`src/core/sysref_dco_map.vh`:
```
// Register map, field layout, reset values and timing constants of the SYSREF delay config.
// Overview of operation
// - Two-bit delay multiplier selects 131/262/393/524ps steps.
// - Nine-bit feedback divider, reset 16, multiplies oscillator.
// - Seven-bit input divider, reset 8; software targets nominal.
// - Alignment reference divides input clock by 24 or 48.
// - AC bias: powerdown one-then-zero parks legs at crosspoint.
// - Delay unit equals (1+code) over eight oscillator periods.
// - Global powerdown zero powers SYSREF blocks; one powers down.
`ifndef SYSREF_CFG_MAP_VH
`define SYSREF_CFG_MAP_VH

// Byte addresses of the register words on the APB.
`define ADDR_DELAY_ALIGN 12'h000
`define ADDR_OSC_DIVIDERS 12'h004
`define ADDR_SYSREF_CTRL 12'h008
`define ADDR_STATUS 12'h00c

// Field positions inside the delay and alignment word.
`define MULT_LSB 0
`define MULT_MSB 1
`define ALIGN_SEL_BIT 8

// Field positions inside the oscillator divider word.
`define FBDIV_LSB 0
`define FBDIV_MSB 8
`define INDIV_LSB 16
`define INDIV_MSB 22

// Field positions inside the SYSREF control word.
`define PWRDN_BIT 0
`define BIAS_AC_BIT 1
`define RUN_BIT 2

// Field positions inside the status word.
`define ST_POWERED_BIT 0
`define ST_XPOINT_BIT 1
`define ST_RUNNING_BIT 2
`define ST_STATE_LSB 4
`define ST_STATE_MSB 7

// Reset values.
`define MULT_RESET 2'h0
`define FBDIV_RESET 9'h010
`define INDIV_RESET 7'h08
`define ALIGN_SEL_RESET 1'h0

// Alignment reference division ratios.
`define ALIGN_DIV_SMALL 7'h18
`define ALIGN_DIV_LARGE 7'h30

// Delay step figures in picoseconds at the nominal oscillator rate.
`define DELAY_STEP0_PS 10'h083
`define DELAY_STEP1_PS 10'h106
`define DELAY_STEP2_PS 10'h189
`define DELAY_STEP3_PS 10'h20c
`define DELAY_UNIT_PHASES 4'h8

`endif

```
`src/core/enable_divider.v`:
```
// Programmable clock divider that emits a one-cycle enable pulse.
`default_nettype none
module enable_divider #(
	parameter WIDTH = 7
) (
	input wire clk,
	input wire resetn,
	input wire [WIDTH-1:0] divisor,
	output reg tick_q
);
	reg [WIDTH-1:0] count_q;
	reg [WIDTH-1:0] last_q;
	wire [WIDTH-1:0] last;

	// A divisor of zero behaves as one so the pulse never stops.
	assign last = (divisor == {WIDTH{1'b0}}) ? {WIDTH{1'b0}} : divisor - {{(WIDTH-1){1'b0}}, 1'b1};

	// Count from zero to the latched end point and pulse on the wrap.
	// The end point reloads only at the wrap, so a new divisor never cuts a period short.
	// The end point resets to zero, which gives one early pulse right after reset.
	always @(posedge clk or negedge resetn) begin
		if (!resetn) begin
			count_q <= {WIDTH{1'b0}};
			last_q <= {WIDTH{1'b0}};
			tick_q <= 1'b0;
		end else if (count_q >= last_q) begin
			count_q <= {WIDTH{1'b0}};
			last_q <= last;
			tick_q <= 1'b1;
		end else begin
			count_q <= count_q + {{(WIDTH-1){1'b0}}, 1'b1};
			tick_q <= 1'b0;
		end
	end
endmodule
`default_nettype wire

```
`src/core/sysref_delay_dco_divider_config.v`:
```
// SYSREF delay multiplier, oscillator dividers, alignment divider and leg parking control.
`include "sysref_dco_map.vh"
`default_nettype none
module sysref_delay_dco_divider_config #(
	parameter ADDR_WIDTH = 12
) (
	input wire clk,
	input wire resetn,
	input wire psel,
	input wire penable,
	input wire pwrite,
	input wire [ADDR_WIDTH-1:0] paddr,
	input wire [31:0] pwdata,
	output reg [31:0] prdata,
	output reg pready,
	output reg pslverr,
	output reg [1:0] sysrefDelayUnitMultiplier,
	output reg [9:0] sysrefDelayStepPs,
	output reg [8:0] oscillatorFeedbackDivider,
	output reg [6:0] oscillatorInputDivider,
	output reg oscillatorPhaseTick,
	output reg alignmentReferenceTick,
	output reg sysrefBlocksPowered,
	output reg sysrefActive,
	output reg sysrefOutputTrueCrosspoint,
	output reg sysrefOutputComplementCrosspoint
);
	// One-hot states of the SYSREF output legs.
	localparam [3:0] LEG_LOW = 4'h1;
	localparam [3:0] LEG_ARMED = 4'h2;
	localparam [3:0] LEG_XPOINT = 4'h4;
	localparam [3:0] LEG_RUN = 4'h8;

	reg [1:0] mult_q;
	reg [8:0] fbDiv_q;
	reg [6:0] inDiv_q;
	reg alignSel_q;
	reg powerdown_q;
	reg biasAc_q;
	reg run_q;
	reg [3:0] legState_q;
	reg [3:0] legState_d;
	reg [31:0] readWord;
	reg addrHit;
	wire setupPhase;
	wire writeStrobe;
	wire [6:0] alignDivisor;
	wire alignTick;
	wire phaseTick;

	// The setup cycle prepares the answer; the access cycle that follows completes it.
	assign setupPhase = psel & ~penable;
	assign writeStrobe = psel & penable & pready & pwrite & ~pslverr;

	// Address decode and read multiplexer; unmapped words read as zero.
	always @* begin
		readWord = 32'h0000_0000;
		addrHit = 1'b1;
		case (paddr)
			`ADDR_DELAY_ALIGN: begin
				readWord[`MULT_MSB:`MULT_LSB] = mult_q;
				readWord[`ALIGN_SEL_BIT] = alignSel_q;
			end
			`ADDR_OSC_DIVIDERS: begin
				readWord[`FBDIV_MSB:`FBDIV_LSB] = fbDiv_q;
				readWord[`INDIV_MSB:`INDIV_LSB] = inDiv_q;
			end
			`ADDR_SYSREF_CTRL: begin
				readWord[`PWRDN_BIT] = powerdown_q;
				readWord[`BIAS_AC_BIT] = biasAc_q;
				readWord[`RUN_BIT] = run_q;
			end
			`ADDR_STATUS: begin
				readWord[`ST_POWERED_BIT] = ~powerdown_q;
				readWord[`ST_XPOINT_BIT] = legState_q[2];
				readWord[`ST_RUNNING_BIT] = legState_q[3];
				readWord[`ST_STATE_MSB:`ST_STATE_LSB] = legState_q;
			end
			default: begin
				addrHit = 1'b0;
			end
		endcase
	end

	// APB answer: pready rises in the access cycle, one cycle after setup, with no wait states.
	// Registering pready costs nothing in latency and keeps every output on a flip-flop.
	always @(posedge clk or negedge resetn) begin
		if (!resetn) begin
			pready <= 1'b0;
			pslverr <= 1'b0;
			prdata <= 32'h0000_0000;
		end else if (setupPhase) begin
			pready <= 1'b1;
			pslverr <= ~addrHit | (pwrite & (paddr == `ADDR_STATUS));
			prdata <= pwrite ? 32'h0000_0000 : readWord;
		end else begin
			pready <= 1'b0;
			pslverr <= 1'b0;
		end
	end

	// Configuration registers; writes land at the completing edge of the access phase.
	always @(posedge clk or negedge resetn) begin
		if (!resetn) begin
			mult_q <= `MULT_RESET;
			fbDiv_q <= `FBDIV_RESET;
			inDiv_q <= `INDIV_RESET;
			alignSel_q <= `ALIGN_SEL_RESET;
			powerdown_q <= 1'b0;
			biasAc_q <= 1'b0;
			run_q <= 1'b0;
		end else if (writeStrobe) begin
			case (paddr)
				`ADDR_DELAY_ALIGN: begin
					mult_q <= pwdata[`MULT_MSB:`MULT_LSB];
					alignSel_q <= pwdata[`ALIGN_SEL_BIT];
				end
				`ADDR_OSC_DIVIDERS: begin
					fbDiv_q <= pwdata[`FBDIV_MSB:`FBDIV_LSB];
					inDiv_q <= pwdata[`INDIV_MSB:`INDIV_LSB];
				end
				`ADDR_SYSREF_CTRL: begin
					powerdown_q <= pwdata[`PWRDN_BIT];
					biasAc_q <= pwdata[`BIAS_AC_BIT];
					run_q <= pwdata[`RUN_BIT];
				end
				default: begin
					mult_q <= mult_q;
				end
			endcase
		end
	end

	// Alignment reference ratio; the hardware does not police the divide-by-16 pairing.
	assign alignDivisor = alignSel_q ? `ALIGN_DIV_LARGE : `ALIGN_DIV_SMALL;

	// Alignment engine reference: one enable pulse per 24 or 48 input clocks.
	enable_divider #(
		.WIDTH(7)
	) alignDivider (
		.clk(clk),
		.resetn(resetn),
		.divisor(alignDivisor),
		.tick_q(alignTick)
	);

	// Oscillator phase detector rate: the input clock divided by the input divider.
	// The feedback multiplication happens in the analog loop, so only the ratio leaves here.
	enable_divider #(
		.WIDTH(7)
	) phaseDivider (
		.clk(clk),
		.resetn(resetn),
		.divisor(inDiv_q),
		.tick_q(phaseTick)
	);

	// Leg state machine.  Power-down with AC bias arms the park; its release parks both legs
	// at the crosspoint level.  Starting generation leaves the park, and halting it drops the
	// legs to a static level until software pulses power-down again.
	always @* begin
		legState_d = legState_q;
		case (legState_q)
			LEG_LOW: begin
				if (powerdown_q && biasAc_q) begin
					legState_d = LEG_ARMED;
				end else if (run_q && !powerdown_q) begin
					legState_d = LEG_RUN;
				end
			end
			LEG_ARMED: begin
				if (!biasAc_q) begin
					legState_d = LEG_LOW;
				end else if (!powerdown_q) begin
					legState_d = LEG_XPOINT;
				end
			end
			LEG_XPOINT: begin
				if (!biasAc_q) begin
					legState_d = LEG_LOW;
				end else if (powerdown_q) begin
					legState_d = LEG_ARMED;
				end else if (run_q) begin
					legState_d = LEG_RUN;
				end
			end
			LEG_RUN: begin
				if (powerdown_q && biasAc_q) begin
					legState_d = LEG_ARMED;
				end else if (powerdown_q || !run_q) begin
					legState_d = LEG_LOW;
				end
			end
			default: begin
				legState_d = LEG_LOW;
			end
		endcase
	end

	// Leg state register.
	always @(posedge clk or negedge resetn) begin
		if (!resetn) begin
			legState_q <= LEG_LOW;
		end else begin
			legState_q <= legState_d;
		end
	end

	// Registered outputs; each follows its source one cycle later, save the leg outputs, which take legState_d and change with legState_q.
	always @(posedge clk or negedge resetn) begin
		if (!resetn) begin
			sysrefDelayUnitMultiplier <= `MULT_RESET;
			sysrefDelayStepPs <= `DELAY_STEP0_PS;
			oscillatorFeedbackDivider <= `FBDIV_RESET;
			oscillatorInputDivider <= `INDIV_RESET;
			oscillatorPhaseTick <= 1'b0;
			alignmentReferenceTick <= 1'b0;
			sysrefBlocksPowered <= 1'b1;
			sysrefActive <= 1'b0;
			sysrefOutputTrueCrosspoint <= 1'b0;
			sysrefOutputComplementCrosspoint <= 1'b0;
		end else begin
			sysrefDelayUnitMultiplier <= mult_q;
			case (mult_q)
				2'h0: sysrefDelayStepPs <= `DELAY_STEP0_PS;
				2'h1: sysrefDelayStepPs <= `DELAY_STEP1_PS;
				2'h2: sysrefDelayStepPs <= `DELAY_STEP2_PS;
				default: sysrefDelayStepPs <= `DELAY_STEP3_PS;
			endcase
			oscillatorFeedbackDivider <= fbDiv_q;
			oscillatorInputDivider <= inDiv_q;
			oscillatorPhaseTick <= phaseTick;
			alignmentReferenceTick <= alignTick;
			sysrefBlocksPowered <= ~powerdown_q;
			sysrefActive <= legState_d[3];
			sysrefOutputTrueCrosspoint <= legState_d[2];
			sysrefOutputComplementCrosspoint <= legState_d[2];
		end
	end
endmodule
`default_nettype wire

```
`config.mk`:
```
export PLATFORM = sky130hd
export DESIGN_NAME = sysref_delay_dco_divider_config
export DESIGN_NICKNAME = d
export VERILOG_FILES = /design/src/core/enable_divider.v /design/src/core/sysref_delay_dco_divider_config.v
export VERILOG_INCLUDE_DIRS = /design/src /design/src/core
export SDC_FILE = /design/constraint.sdc
export NUM_CORES = 1
export LEC_CHECK = 0
export BUFFER_PORTS_ARGS = -buffer_cell sky130_fd_sc_hd__buf_2
export CORE_ASPECT_RATIO = 2
export CORE_UTILIZATION = 40
export CTS_BUF_LIST = sky130_fd_sc_hd__clkbuf_2
export DETAILED_ROUTE_END_ITERATION = 12
export HOLD_SLACK_MARGIN = 0.05
export PLACE_DENSITY = 0.62
export SLEW_MARGIN = 20
export SYNTH_ARGS = -nofsm -noshare
export SYNTH_HDL_FRONTEND = slang
export SYNTH_SLANG_ARGS = --single-unit
```
`constraint.sdc`:
```
create_clock -name clk -period 1.9 [get_ports clk]
set_input_delay 0.38 -clock clk [delete_from_list [all_inputs] [get_ports clk]]
set_output_delay 0.38 -clock clk [all_outputs]
set_load 0.02 [all_outputs]
```
* Word level (Yosys, flattened, before mapping) *
Index checks and enable logic that the tools add are counted.

cells by class
  multipliers = 0
  bitwise gates (word level) = 11
  reduce and logical (&&, ||, !) cells = 14
  muxes and demuxes = 28
  divide/modulo/power cells = 0
  equal/unequal tests = 13
  shift-type cells = 0
  add/subtract/negate cells = 4
  order comparisons = 2

operator list
  cell                                               number
  two-way mux 4 bit                                  9
  two-way mux 7 bit                                  5
  one-hot mux 10 bit (3 select lines)                1
  == test 12 x 4 -> 1 bit (second input constant)    2
  two-way mux 23 bit                                 1
  one-hot mux 4 bit (4 select lines)                 1
  adder 7 x 1 -> 7 bit (second input constant)       2
  greater-or-equal comparator 7 bit                  2
  zero test 7 bit                                    2
  == test 12 x 3 -> 1 bit (second input constant)    1
  zero test 12 bit                                   1
  inequality test 3 bit (second input constant)      3
  one-hot mux 2 bit (4 select lines)                 1
  one-hot mux 4 bit (2 select lines)                 1
  subtractor 6 x 1 -> 7 bit (second input constant)  1
  subtractor 7 x 1 -> 7 bit (second input constant)  1
  AND 1 bit                                          6
  two-way mux 1 bit                                  6
  two-way mux 6 bit                                  1
  AND reduction 2 bit                                3
  == test 4 x 1 -> 1 bit (second input constant)     1
  == test 4 x 2 -> 1 bit (second input constant)     1
  == test 4 x 3 -> 1 bit (second input constant)     1
  == test 4 bit (second input constant)              1
  other kinds (13)                                   18

storage, ports and cells
  bits in read-only memories = 0
  bits in latches = 0
  output and inout bits = 68
  register bits = 123
  logic and storage cells = 99
  memories = 0
  memory bits (writable) = 0
  input port bits = 49

* Depth between registers and ports, before layout *
Gate-level depths: netlist of run 1.

  depth in word-level cells = 6
  gate-level depth with buffers = 7
  mapped depth without buffers = 6

* Modules after synthesis *
From an unflattened synthesis of run 1, not the netlist that was laid out.

second synthesis, totals
  cells, all modules = 401
  area total of the unflattened synthesis = 4737.0 µm²

modules (own cells, without submodules)
  module                           area an instance (µm²)  cells an instance  instances  sequential area each (µm²)
  sysref_delay_dco_divider_config  2937.8                  221                1          1786.7
  enable_divider                   899.6                   90                 2          375.4

* Worst setup path before layout of run 1 *
No wires, ideal clock.

  path kind = flip-flop to flip-flop
  from = register pslverr
  to = register fbDiv_q[0]
  data arrival time = 1.663 ns
  slack = 0.112 ns
  data required time = 1.775 ns
  path buffers = 1
  setup time = 0.125 ns
  cell stages (with the launch flop) = 6
  clock period less this slack = 1.788 ns
  cell sequence = dfrtp_1 -> nor4b_1 -> nand4_2 -> nor2_4 -> buf_4 -> mux2_2

on the way
  cells in the longest elaborated chain, start to end = 3

ends and longest elaborated chain
  element                        RTL line                               text
  start: declaration             sysref_delay_dco_divider_config.v:16   output reg pslverr,
  start signal: assignment       sysref_delay_dco_divider_config.v:94   pslverr <= ~addrHit | (pwrite & (paddr == `ADDR_STATUS));
  inverter 1 bit                 sysref_delay_dco_divider_config.v:53   assign writeStrobe = psel & penable & pready & pwrite & ~pslverr;
  AND 1 bit                      sysref_delay_dco_divider_config.v:53
  AND reduction 2 bit (no line)  n/a
  end signal: assignment         sysref_delay_dco_divider_config.v:106  fbDiv_q <= `FBDIV_RESET;
  end signal: assignment         sysref_delay_dco_divider_config.v:119  fbDiv_q <= pwdata[`FBDIV_MSB:`FBDIV_LSB];
  end: declaration               sysref_delay_dco_divider_config.v:35   reg [8:0] fbDiv_q;

Every way passes these cells.
A chain may end at the register's enable or synchronous reset.

* Worst setup path in the final report of run 1 *
  from = register phaseDivider.count_q[5]
  to = register phaseDivider.last_q[4]

on the way
  cells in the longest elaborated chain, start to end = 1

ends and longest elaborated chain
  element                            RTL line             text
  start: declaration                 enable_divider.v:11  reg [WIDTH-1:0] count_q;
  start signal: assignment           enable_divider.v:23  count_q <= {WIDTH{1'b0}};
  start signal: assignment           enable_divider.v:27  count_q <= {WIDTH{1'b0}};
  start signal: assignment           enable_divider.v:31  count_q <= count_q + {{(WIDTH-1){1'b0}}, 1'b1};
  greater-or-equal comparator 7 bit  enable_divider.v:26  end else if (count_q >= last_q) begin
  end signal: assignment             enable_divider.v:24  last_q <= {WIDTH{1'b0}};
  end signal: assignment             enable_divider.v:28  last_q <= last;
  end: declaration                   enable_divider.v:12  reg [WIDTH-1:0] last_q;

Every way passes these cells.

==> results of run 1 <==
## registers in the layout, indices dropped and copies added (netlist names), 2 cells and up
name / flops
oscillatorInputDivider: 7
fbDiv_q: 9
phaseDivider.last_q: 7
phaseDivider.count_q: 7
alignDivider.last_q: 3
mult_q: 2
alignDivider.count_q: 7
prdata: 16
oscillatorFeedbackDivider: 9
legState_q: 4
sysrefDelayStepPs: 6
inDiv_q: 7
sysrefDelayUnitMultiplier: 2
## synthesized netlist by cell type (all sizes together), types with 5 or more instances
| master | number | area share, % |
|---|---|---|
| nor3 | 6 | 0.80 |
| nand2 | 9 | 0.78 |
| buf | 25 | 4.1 |
| inv | 24 | 2.1 |
| o21ai | 6 | 0.69 |
| xor2 | 5 | 1.0 |
| dfrtp | 89 | 51 |
| nand2b | 11 | 1.6 |
| ha | 21 | 6.0 |
| mux2 | 29 | 7.8 |
| xnor2 | 6 | 1.2 |
| a21oi | 9 | 1.0 |
| nor2 | 30 | 2.8 |
| dfstp | 8 | 4.8 |
| nor4 | 8 | 1.8 |
| nand3 | 8 | 0.92 |
| mux2i | 8 | 1.8 |
| and3 | 6 | 0.86 |
| clkbuf | 7 | 0.60 |
| a22o | 8 | 1.6 |
## cells by family (layout without fill, tap and decap cells)
group,after synthesis,in the layout,share of synthesized area (%)
muxes,38,38,10.1
xor gates and xnor gates,11,11,2.21
DFF,97,97,55.9
adders and majority gates,21,21,6.03
AOI/OAI and AO/OA,40,40,6.49
and+or+nand+nor,92,92,12.4
buffers and inverters,56,157,6.78
other,1,19,0.0861
## final cells by class
type                       count  area (um2)  share of cell area, %
tap                          137         171                   3.23
timing repair buffer         117         773                   14.6
multi-input combinational    221        1690                   31.9
clock buffer                   9        45.0                  0.848
sequential                    97        2440                   45.9
clock inverter                 7         103                   1.93
inverter                      24        90.1                   1.70
## per-stage QoR
| stage | utilization, % | cell area (um2) | worst slack (ps) | TNS, ps |
|---|---|---|---|---|
| after global placement | 47.1 | 4960 | -15.3 | -43.9 |
| after detailed placement | 47.1 | 4960 | -26.1 | -76.9 |
| after global routing | 50.4 | 5310 | 1.71 | 0 |
| after CTS | 50.1 | 5280 | 42.2 | 0 |
| after floorplan | - | 4430 | 112 | 0 |
| final | 50.4 | 5310 | 75.0 | 0 |
## power by group
| part | internal, mW | total [mW] | switching, mW | leakage (nW) |
|---|---|---|---|---|
| Combinational | 0.178 | 0.427 | 0.248 | 1.39 |
| Sequential | 2.14 | 2.19 | 0.0545 | 1.30 |
| Clock | 0.447 | 1.16 | 0.718 | 0.0827 |
## worst max-delay path, stage by stage (launching register included)
cell and delay (ps):
dfrtp_1 480, ha_1 330, nand4_1 90, and3_1 190, o21ai_1 100, buf_4 220, mux2_2 350
## what timing repair did
action	in CTS	in global routing
endpoints found under the setup margin	0	7
setup buffers	0	3
hold buffers	17	1
endpoints found under the hold margin	114	1
gates resized for setup	0	2
## final timing paths
| check | startpoint | to | slack (ps) |
|---|---|---|---|
| setup / recovery | phaseDivider.count_q[5] | phaseDivider.last_q[4] | 70 |
| hold / removal | paddr[3] | prdata[8] | 140 |
| setup reg to reg | phaseDivider.count_q[5] | phaseDivider.last_q[4] | 70 |
| hold reg to reg | alignDivider.tick_q | alignmentReferenceTick | 390 |
| max in group asynchronous | resetn | legState_q[0] | 1050 |
| min in group asynchronous | resetn | sysrefDelayStepPs[3] | 190 |
## metal layers
metal,GRT usage [%],vias up
met5,0,-
met4,5.09,0
met3,3.70,11
met2,32.3,67
met1,18.0,1489
li1,-,1419
==> impl_metrics.env, run 1 <==
export IMPL_synth_distinct_cells=48
export IMPL_cts_root_buf="clkbuf_2"
export IMPL_grt_pass1_vias=2995
export IMPL_relSlewSlack_pct=66.6
export IMPL_ff2ff_path_depth=6
export IMPL_tritoncts="done"
export IMPL_die_w_um=75.8
export IMPL_wl_per_cell_um=15.0
export IMPL_cp_required_ps=2390
export IMPL_hold_class="in2reg"
export IMPL_clock_sinks=97
export IMPL_wl_met2_um=5340
export IMPL_ys_ff_latch=97
export IMPL_initial_core_util_pct=41.3
export IMPL_highest_layer="met4"
export IMPL_total_power_mw=3.79
export IMPL_drc=0
export IMPL_async_reset_ff_share_pct=100
export IMPL_portBuffers=81
export IMPL_wl_met1_um=3430
export IMPL_fp_row_count=53
export IMPL_grt_pass1_wl_um=14300
export IMPL_crit_fanout=10
export IMPL_h_tree_depth=3
export IMPL_clk_latency_ps=580
export IMPL_track_usage_pct=17.1
export IMPL_max_cap_violations=0
export IMPL_synth_edf_count=0
export IMPL_fin_worst_skew_ps=33.6
export IMPL_antenna_found_initial=0
export IMPL_tightest_slew_ps=501
export IMPL_arrival_ps=2320
export IMPL_hold_depth=2
export IMPL_crit_path_start_kind="register"
export IMPL_p_per_area_mw_per_mm2=712
export IMPL_core_area_mm2=0.0105
export IMPL_final_common_cell="dfrtp_1"
export IMPL_rsz0062_at_grt="false"
export IMPL_wirelength_um=9180
export IMPL_antenna_left=0
export IMPL_yosysWarnings=0
export IMPL_grt_max_degree=36
export IMPL_drive_gt1_share_pct=34.5
export IMPL_drtIter0Drc=160
export IMPL_clkTransAtPathRegs_ps=270
export IMPL_die_area_mm2=0.0113
export IMPL_synthesis_area_mm2=0.00436
export IMPL_hold_viol_final=0
export IMPL_antenna_cells=0
export IMPL_final_cell_mix="88 x dfrtp_1, 80 x buf_2, 29 x nor2_1, 26 x mux2_2, 24 x inv_1"
export IMPL_globalRouteOverflowTotal=0
export IMPL_cts_made_buffers=9
export IMPL_setup_viol=0
export IMPL_pin_count=117
export IMPL_dieHeight_um=150
export IMPL_whs_ps=138
export IMPL_firstDrtPassIters=4
export IMPL_fill_cells=969
export IMPL_fin_crit_sh_pct=96.1
export IMPL_placed_cells=575
export IMPL_place_hpwl_um=6870
export IMPL_cp_end_kind="register"
export IMPL_seq_area_frac_synth_pct=55.9
export IMPL_syn_area_per_cell_um2=12.2
export IMPL_vdd_drop_max_mv=0.396
export IMPL_timing_final_max_slew_violations=0
export IMPL_final_cells=612
export IMPL_max_freq_mhz=548
export IMPL_area_growth_pct=21.9
export IMPL_finalNetCount=540
export IMPL_synth_ff_type="dfrtp_1"
export IMPL_critPathKind="reg2reg"
export IMPL_dr_total_vias=2986
export IMPL_min_period_ps=1830
export IMPL_avgViaCountPerCell=4.88
export IMPL_status="finished, final reports clean"
export IMPL_synthCells=356
export IMPL_max_clock_path_buffers=2
export IMPL_gp_congestion=0.774
export IMPL_p_leak_nw=2.77
export IMPL_wl_met3_um=313
(Power assumes the default switching activity.)
==> inputs of run 2 (changes only) <==
Settings changed: ABC_AREA from default to 1, CELL_PAD_IN_SITES_DETAIL_PLACEMENT from default to 0, CELL_PAD_IN_SITES_GLOBAL_PLACEMENT from default to 1, PLACE_DENSITY 0.62 to 0.78.
==> run 2 against run 1 <==
- combinational power shrank 48%
- non-clock buffer count shrank 12
- global-route usage grew 1.1 points
- hold slack lost 37 ps
- clock skew shrank 8.4 ps
- largest cell class unchanged
- first-iteration DRC count grew 44%
==> impl_metrics.env, run 2 <==
export IMPL_synthTopCellsByCount="112 x nand2_1, 89 x dfrtp_1, 64 x inv_1"
export IMPL_p_sw_mw=0.817
export IMPL_pin_count=117
export IMPL_cp_required_ps=2400
export IMPL_finalNetCount=679
export IMPL_place_area_mm2=0.00525
export IMPL_rsz0062_at_grt="false"
export IMPL_hold_class="in2reg"
export IMPL_synth_xor_area_share_pct=1.66
export IMPL_synthesis_area_mm2=0.00476
export IMPL_ys_ff_latch=97
export IMPL_drtIter0Drc=230
export IMPL_fin_worst_skew_ps=25.2
export IMPL_placed_cells=724
export IMPL_synth_compound_area_share_pct=9.73
export IMPL_p_int_mw=2.33
export IMPL_power_frac_seq_pct=66.1
export IMPL_async_reset_ff_share_pct=100
export IMPL_synth_edf_count=0
export IMPL_cp_end_kind="register"
export IMPL_h_tree_depth=3
export IMPL_synth_simple_area_share_pct=21.6
export IMPL_drc=0
export IMPL_yosysWarnings=0
export IMPL_die_w_um=79.1
export IMPL_vdd_drop_max_mv=0.263
export IMPL_crit_end="phaseDivider.last_q[0]"
export IMPL_globalRouteOverflowTotal=0
export IMPL_final_area_mm2=0.00553
export IMPL_yosysTopAreaCell="dfrtp_1"
export IMPL_fill_cells=1216
export IMPL_p_per_area_mw_per_mm2=569
export IMPL_arrival_ps=2190
export IMPL_antenna_left=0
export IMPL_cts_made_buffers=9
export IMPL_p_leak_nw=3.01
export IMPL_grt_pass1_wl_um=17000
export IMPL_final_common_cell="nand2_1"
export IMPL_reg2reg_from="phaseDivider.count_q[2]"
export IMPL_final_cells=760
export IMPL_critPathKind="reg2reg"
export IMPL_seq_area_frac_synth_pct=51.2
export IMPL_hold_viol_final=0
export IMPL_clkTransAtPathRegs_ps=240
export IMPL_max_freq_mhz=592
export IMPL_die_area_mm2=0.0124
export IMPL_timing_final_max_slew_violations=0
export IMPL_max_cap_violations=0
export IMPL_antenna_found_initial=1
export IMPL_initial_core_util_pct=40.9
export IMPL_avgViaCountPerCell=4.76
export IMPL_clock_sinks=97
export IMPL_total_power_mw=3.15
export IMPL_synth_top_area_share_pct=46.8
export IMPL_swShare_pct=25.9
export IMPL_grt_max_degree=39
export IMPL_r2r_end="phaseDivider.last_q[0]"
export IMPL_place_hpwl_um=7980
export IMPL_tns_ps=0
export IMPL_crit_fanout=15
export IMPL_fp_row_count=56
export IMPL_dr_total_vias=3614
export IMPL_gp_congestion=0.895
export IMPL_reg_top3="prdata: 16 flops, fbDiv_q: 9 flops, oscillatorFeedbackDivider: 9 flops"
export IMPL_regToRegSetupSlack_ps=210
export IMPL_core_area_mm2=0.0116
export IMPL_setup_viol=0
export IMPL_min_period_ps=1690
export IMPL_crit_path_start_kind="register"
export IMPL_max_clock_path_buffers=2
export IMPL_firstDrtPassIters=4
export IMPL_yosysMostFrequentCell="nand2_1"
export IMPL_synth_adder_area_share_pct=5.52
export IMPL_syn_area_per_cell_um2=9.48
export IMPL_track_usage_pct=18.2
export IMPL_synthMuxAreaShare_pct=0
export IMPL_portBuffers=81
export IMPL_ff2ff_path_depth=7
export IMPL_dieHeight_um=156
export IMPL_ys_top_cells_by_area="dfrtp_1 47%, nand2_1 8.8%, ha_1 5.5%"
export IMPL_wirelength_um=10400
export IMPL_synth_ff_type="dfrtp_1"
export IMPL_cts_setup_buffers=0
export IMPL_tritoncts="done"
export IMPL_area_growth_pct=16.3
export IMPL_wl_per_cell_um=13.7
export IMPL_status="finished, final reports clean"
export IMPL_critPathLaunch="phaseDivider.count_q[2]"
export IMPL_power_frac_comb_pct=7.1
export IMPL_drive_gt1_share_pct=26.1
export IMPL_synthCells=502
export IMPL_largest_reg_flops=16
export IMPL_synth_top_family_by_area="simple AND/OR/NAND/NOR gates"
export IMPL_regMostFlops="prdata"
export IMPL_final_cell_mix="112 x nand2_1, 89 x dfrtp_1, 80 x buf_2, 64 x inv_1, 39 x nor2_1"
export IMPL_fin_crit_sh_pct=88.8
export IMPL_synth_distinct_cells=41
export IMPL_cts_root_buf="clkbuf_2"
export IMPL_grt_pass1_vias=3608
export IMPL_pwr_share_clk_pct=26.9
export IMPL_clk_latency_ps=570
run 2: routing by layer:
layer  vias up  share of wire [%]  track usage [%]
li1       1787                  -                -
met5         -                  0                0
met3        31                3.5             3.21
met1      1705                 37             18.7
met2        91                 56             33.7
met4         0                4.0             10.5
run 2: worst max-delay path, cell delays in order, from the launching register on:
cell and delay [ps]:
dfrtp_1 490, ha_1 340, nand2_1 60, o21ai_1 220, nand4_4 190, nand3_4 210
nand2_1 80, nand2_1 60
run 2: final cells by class:
| type | count | area (um2) | share of cell area [%] |
|---|---|---|---|
| Antenna cell | 1 | 2.50 | 0.0452 |
| Clock buffer | 11 | 55.1 | 0.995 |
| Clock inverter | 5 | 31.3 | 0.565 |
| Inverter | 68 | 258 | 4.66 |
| Multi-Input combinational cell | 328 | 1910 | 34.4 |
| Sequential cell | 97 | 2440 | 44.1 |
| Tap cell | 145 | 181 | 3.28 |
| Timing Repair Buffer | 105 | 661 | 11.9 |
run 2: how the worst min path moves through the flow:
stage | startpoint | to | slack [ps] | depth (start not counted)
after global placement | resetn | oscillatorFeedbackDivider[2] | 320 | 1
after detailed placement | resetn | oscillatorFeedbackDivider[2] | 330 | 1
after CTS | pwrite | pslverr | 60 | 3
after global routing | pwrite | pslverr | 100 | 3
final | pwrite | pslverr | 100 | 3
after floorplan | resetn | alignDivider.count_q[0] | 80 | 0
run 2: cell families after synthesis:
logic type | count (synthesis)
xor gates and xnor gates | 9
other | 1
AOI/OAI and AO/OA | 62
DFF | 97
buffers and inverters | 95
and+or+nand+nor | 217
adders and majority gates | 21
run 2: what timing repair did:
action                                  CTS  global route
hold buffers                             19             0
resized for setup                         0             0
hold endpoints to repair                 90             0
endpoints found under the setup margin    0             0
run 2: power groups by stage:
| stage | sequential [mW] | combinational (mW) | clock [mW] |
|---|---|---|---|
| 6_report | 2.08 | 0.222 | 0.846 |
| 4_1_cts | 2.08 | 0.225 | 0.894 |
| 3_3_place_gp | 2.12 | 0.191 | 0 |
| 5_1_grt | 2.08 | 0.248 | 0.976 |
| 2_1_floorplan | 2.12 | 0.117 | 0 |
| 3_5_place_dp | 2.11 | 0.195 | 0 |
run 2: per-stage QoR:
step	setup slack [ps]	hold WS (ps)	util [%]
after floorplan	367	84.4	-
after global placement	266	317	45.2
after detailed placement	231	325	45.2
after CTS	180	56.6	47.5
after global routing	31.8	95.1	47.6
final	212	101	47.6
==> inputs of run 3 (changes only) <==
Settings changed: REMOVE_ABC_BUFFERS from default to 1.
==> run 3 against run 2 <==
- power up 8.2%
- combinational power down 2%
- die area did not move
- count of clock-buffer cells in the layout is the same
- critical path depth did not move
- sequential power is essentially flat
- flip-flop and latch count unchanged
- clock skew increased by 2.4 ps
- register-to-register slack got worse by 20 ps
- critical endpoint is now phaseDivider.last_q[1]
==> impl_metrics.env, run 3 (synthesis gave the netlist of run 2 again) <==
export IMPL_status="finished, final reports clean"
export IMPL_placed_cells=722
export IMPL_avgViaCountPerCell=4.74
export IMPL_finalNetCount=677
export IMPL_pin_count=117
export IMPL_hold_depth=3
export IMPL_total_power_mw=3.41
export IMPL_clk_latency_ps=570
export IMPL_p_per_area_mw_per_mm2=612
export IMPL_crit_fanout=15
export IMPL_cts_root_buf="clkbuf_2"
export IMPL_min_period_ps=1700
export IMPL_portBuffers=81
export IMPL_cp_num_buf_inv=0
export IMPL_hold_viol_final=0
export IMPL_gp_congestion=0.888
export IMPL_timing_final_max_slew_violations=0
export IMPL_path_delay_family="simple AND/OR/NAND/NOR gates"
export IMPL_final_cell_mix="112 x nand2_1, 89 x dfrtp_1, 80 x buf_2, 64 x inv_1, 39 x nor2_1"
export IMPL_regMostFlops="prdata"
export IMPL_slowest_stage="dfrtp_1"
export IMPL_drtIter0Drc=156
export IMPL_crit_top_cell="nand2_1"
export IMPL_tightest_slew_ps=515
export IMPL_final_common_cell="nand2_1"
export IMPL_tritoncts="done"
export IMPL_clock_sinks=97
export IMPL_max_cap_violations=0
export IMPL_setup_ws_ps=196
export IMPL_critPathKind="reg2reg"
export IMPL_initial_core_util_pct=40.9
export IMPL_cp_end_kind="register"
export IMPL_grt_pass1_wl_um=16800
export IMPL_tns_ps=0
export IMPL_core_area_mm2=0.0116
export IMPL_place_hpwl_um=7770
export IMPL_fin_worst_skew_ps=27.6
export IMPL_final_cells=758
export IMPL_crit_path_start_kind="register"
export IMPL_dieHeight_um=156
export IMPL_dr_total_vias=3590
export IMPL_wirelength_um=10300
export IMPL_die_w_um=79.1
export IMPL_die_area_mm2=0.0124
export IMPL_h_tree_depth=3
export IMPL_track_usage_pct=17.9
export IMPL_hold_class="in2reg"
export IMPL_fin_crit_sh_pct=89.7
export IMPL_rsz0062_at_grt="false"
export IMPL_drive_gt1_share_pct=25.8
export IMPL_vdd_drop_max_mv=0.264
export IMPL_max_freq_mhz=587
export IMPL_fill_cells=1172
export IMPL_clkTransAtPathRegs_ps=250
export IMPL_ff2ff_path_depth=7
export IMPL_max_stage_delay_ps=490
export IMPL_max_clock_path_buffers=2
export IMPL_area_growth_pct=17.0
export IMPL_largest_reg_flops=16
export IMPL_antenna_left=0
export IMPL_cts_resized=0
export IMPL_firstDrtPassIters=5
export IMPL_setup_viol=0
export IMPL_reg_top3="prdata: 16 flops, fbDiv_q: 9 flops, oscillatorFeedbackDivider: 9 flops"
export IMPL_crit_chain="ha_1 > nand2_1 > o21ai_1 > nand4_4 > nand3_4 > nand2_1 > nand2_1"
export IMPL_fp_row_count=56
export IMPL_wl_per_cell_um=13.6
export IMPL_globalRouteOverflowTotal=0
export IMPL_antenna_found_initial=1
export IMPL_grt_pass1_vias=3586
export IMPL_relSlewSlack_pct=65.7
export IMPL_p_leak_nw=3.02
export IMPL_cp_required_ps=2410
export IMPL_cts_made_buffers=9
export IMPL_drc=0
export IMPL_arrival_ps=2220
export IMPL_crit_cells=7
export IMPL_pre_cts_slack_ps=210
export IMPL_grt_max_degree=98
export IMPL_whs_ps=119
## run 3: cell count changes in the layout (fill, tap and decap cells not counted)
cell	previous run	this run
buf_4	4	2
bufinv_16	0	2
clkinv_2	3	1
clkinvlp_4	1	2
inv_6	1	0
## run 3: timing repair
| item | 4_1_cts | 5_1_grt |
|---|---|---|
| hold buffers | 19 | 0 |
| buffers inserted | 0 | 0 |
| hold endpoints to repair | 109 | 0 |
## run 3: final timing paths
check,from,endpoint,slack (ps)
min in group asynchronous,resetn,phaseDivider.count_q[5],370
max,phaseDivider.count_q[2],phaseDivider.last_q[1],200
min,pwrite,pslverr,120
max in group asynchronous,resetn,sysrefDelayStepPs[1],1100
max reg2reg,phaseDivider.count_q[2],phaseDivider.last_q[1],200
min reg2reg,phaseDivider.tick_q,oscillatorPhaseTick,390
## run 3: layout make-up
cell class                 count  area [um2]  share of cell area (%)
sequential                    97        2440                    43.8
multi-input combinational    328        1910                    34.2
timing repair buffer         103         646                    11.6
inverter                      68         258                    4.63
tap                          145         181                    3.26
clock inverter                 5        80.1                    1.44
clock buffer                  11        55.1                   0.989
antenna                        1        2.50                  0.0450
## run 3: through the flow
stage / area, um2 / utilization [%]
final: 5570 / 47.8
after global routing: 5570 / 47.8
after CTS: 5560 / 47.8
after detailed placement: 5240 / 45.0
after global placement: 5240 / 45.0
after floorplan: 4600 / -
## run 3: worst register-to-register path, stage by stage, from the launching register on
cell	delay (ps)
dfrtp_1	490
ha_1	340
nand2_1	60
o21ai_1	220
nand4_4	200
nand3_4	210
nand2_1	70
nand2_1	60
## run 3: where the power goes
part           total, mW  switching [mW]  internal, mW
logic              0.217           0.146        0.0715
clock network       1.11           0.667         0.442
registers           2.08         0.00439          2.08
total               3.41           0.817          2.59
## run 3: per-layer routing
| layer | track usage [%] | vias to the layer above | part of all wire [%] |
|---|---|---|---|
| li1 | - | 1785 | - |
| met1 | 17.4 | 1711 | 36 |
| met2 | 35.4 | 75 | 59 |
| met3 | 2.92 | 19 | 2.6 |
| met4 | 7.88 | 0 | 2.1 |
| met5 | 0 | - | 0 |
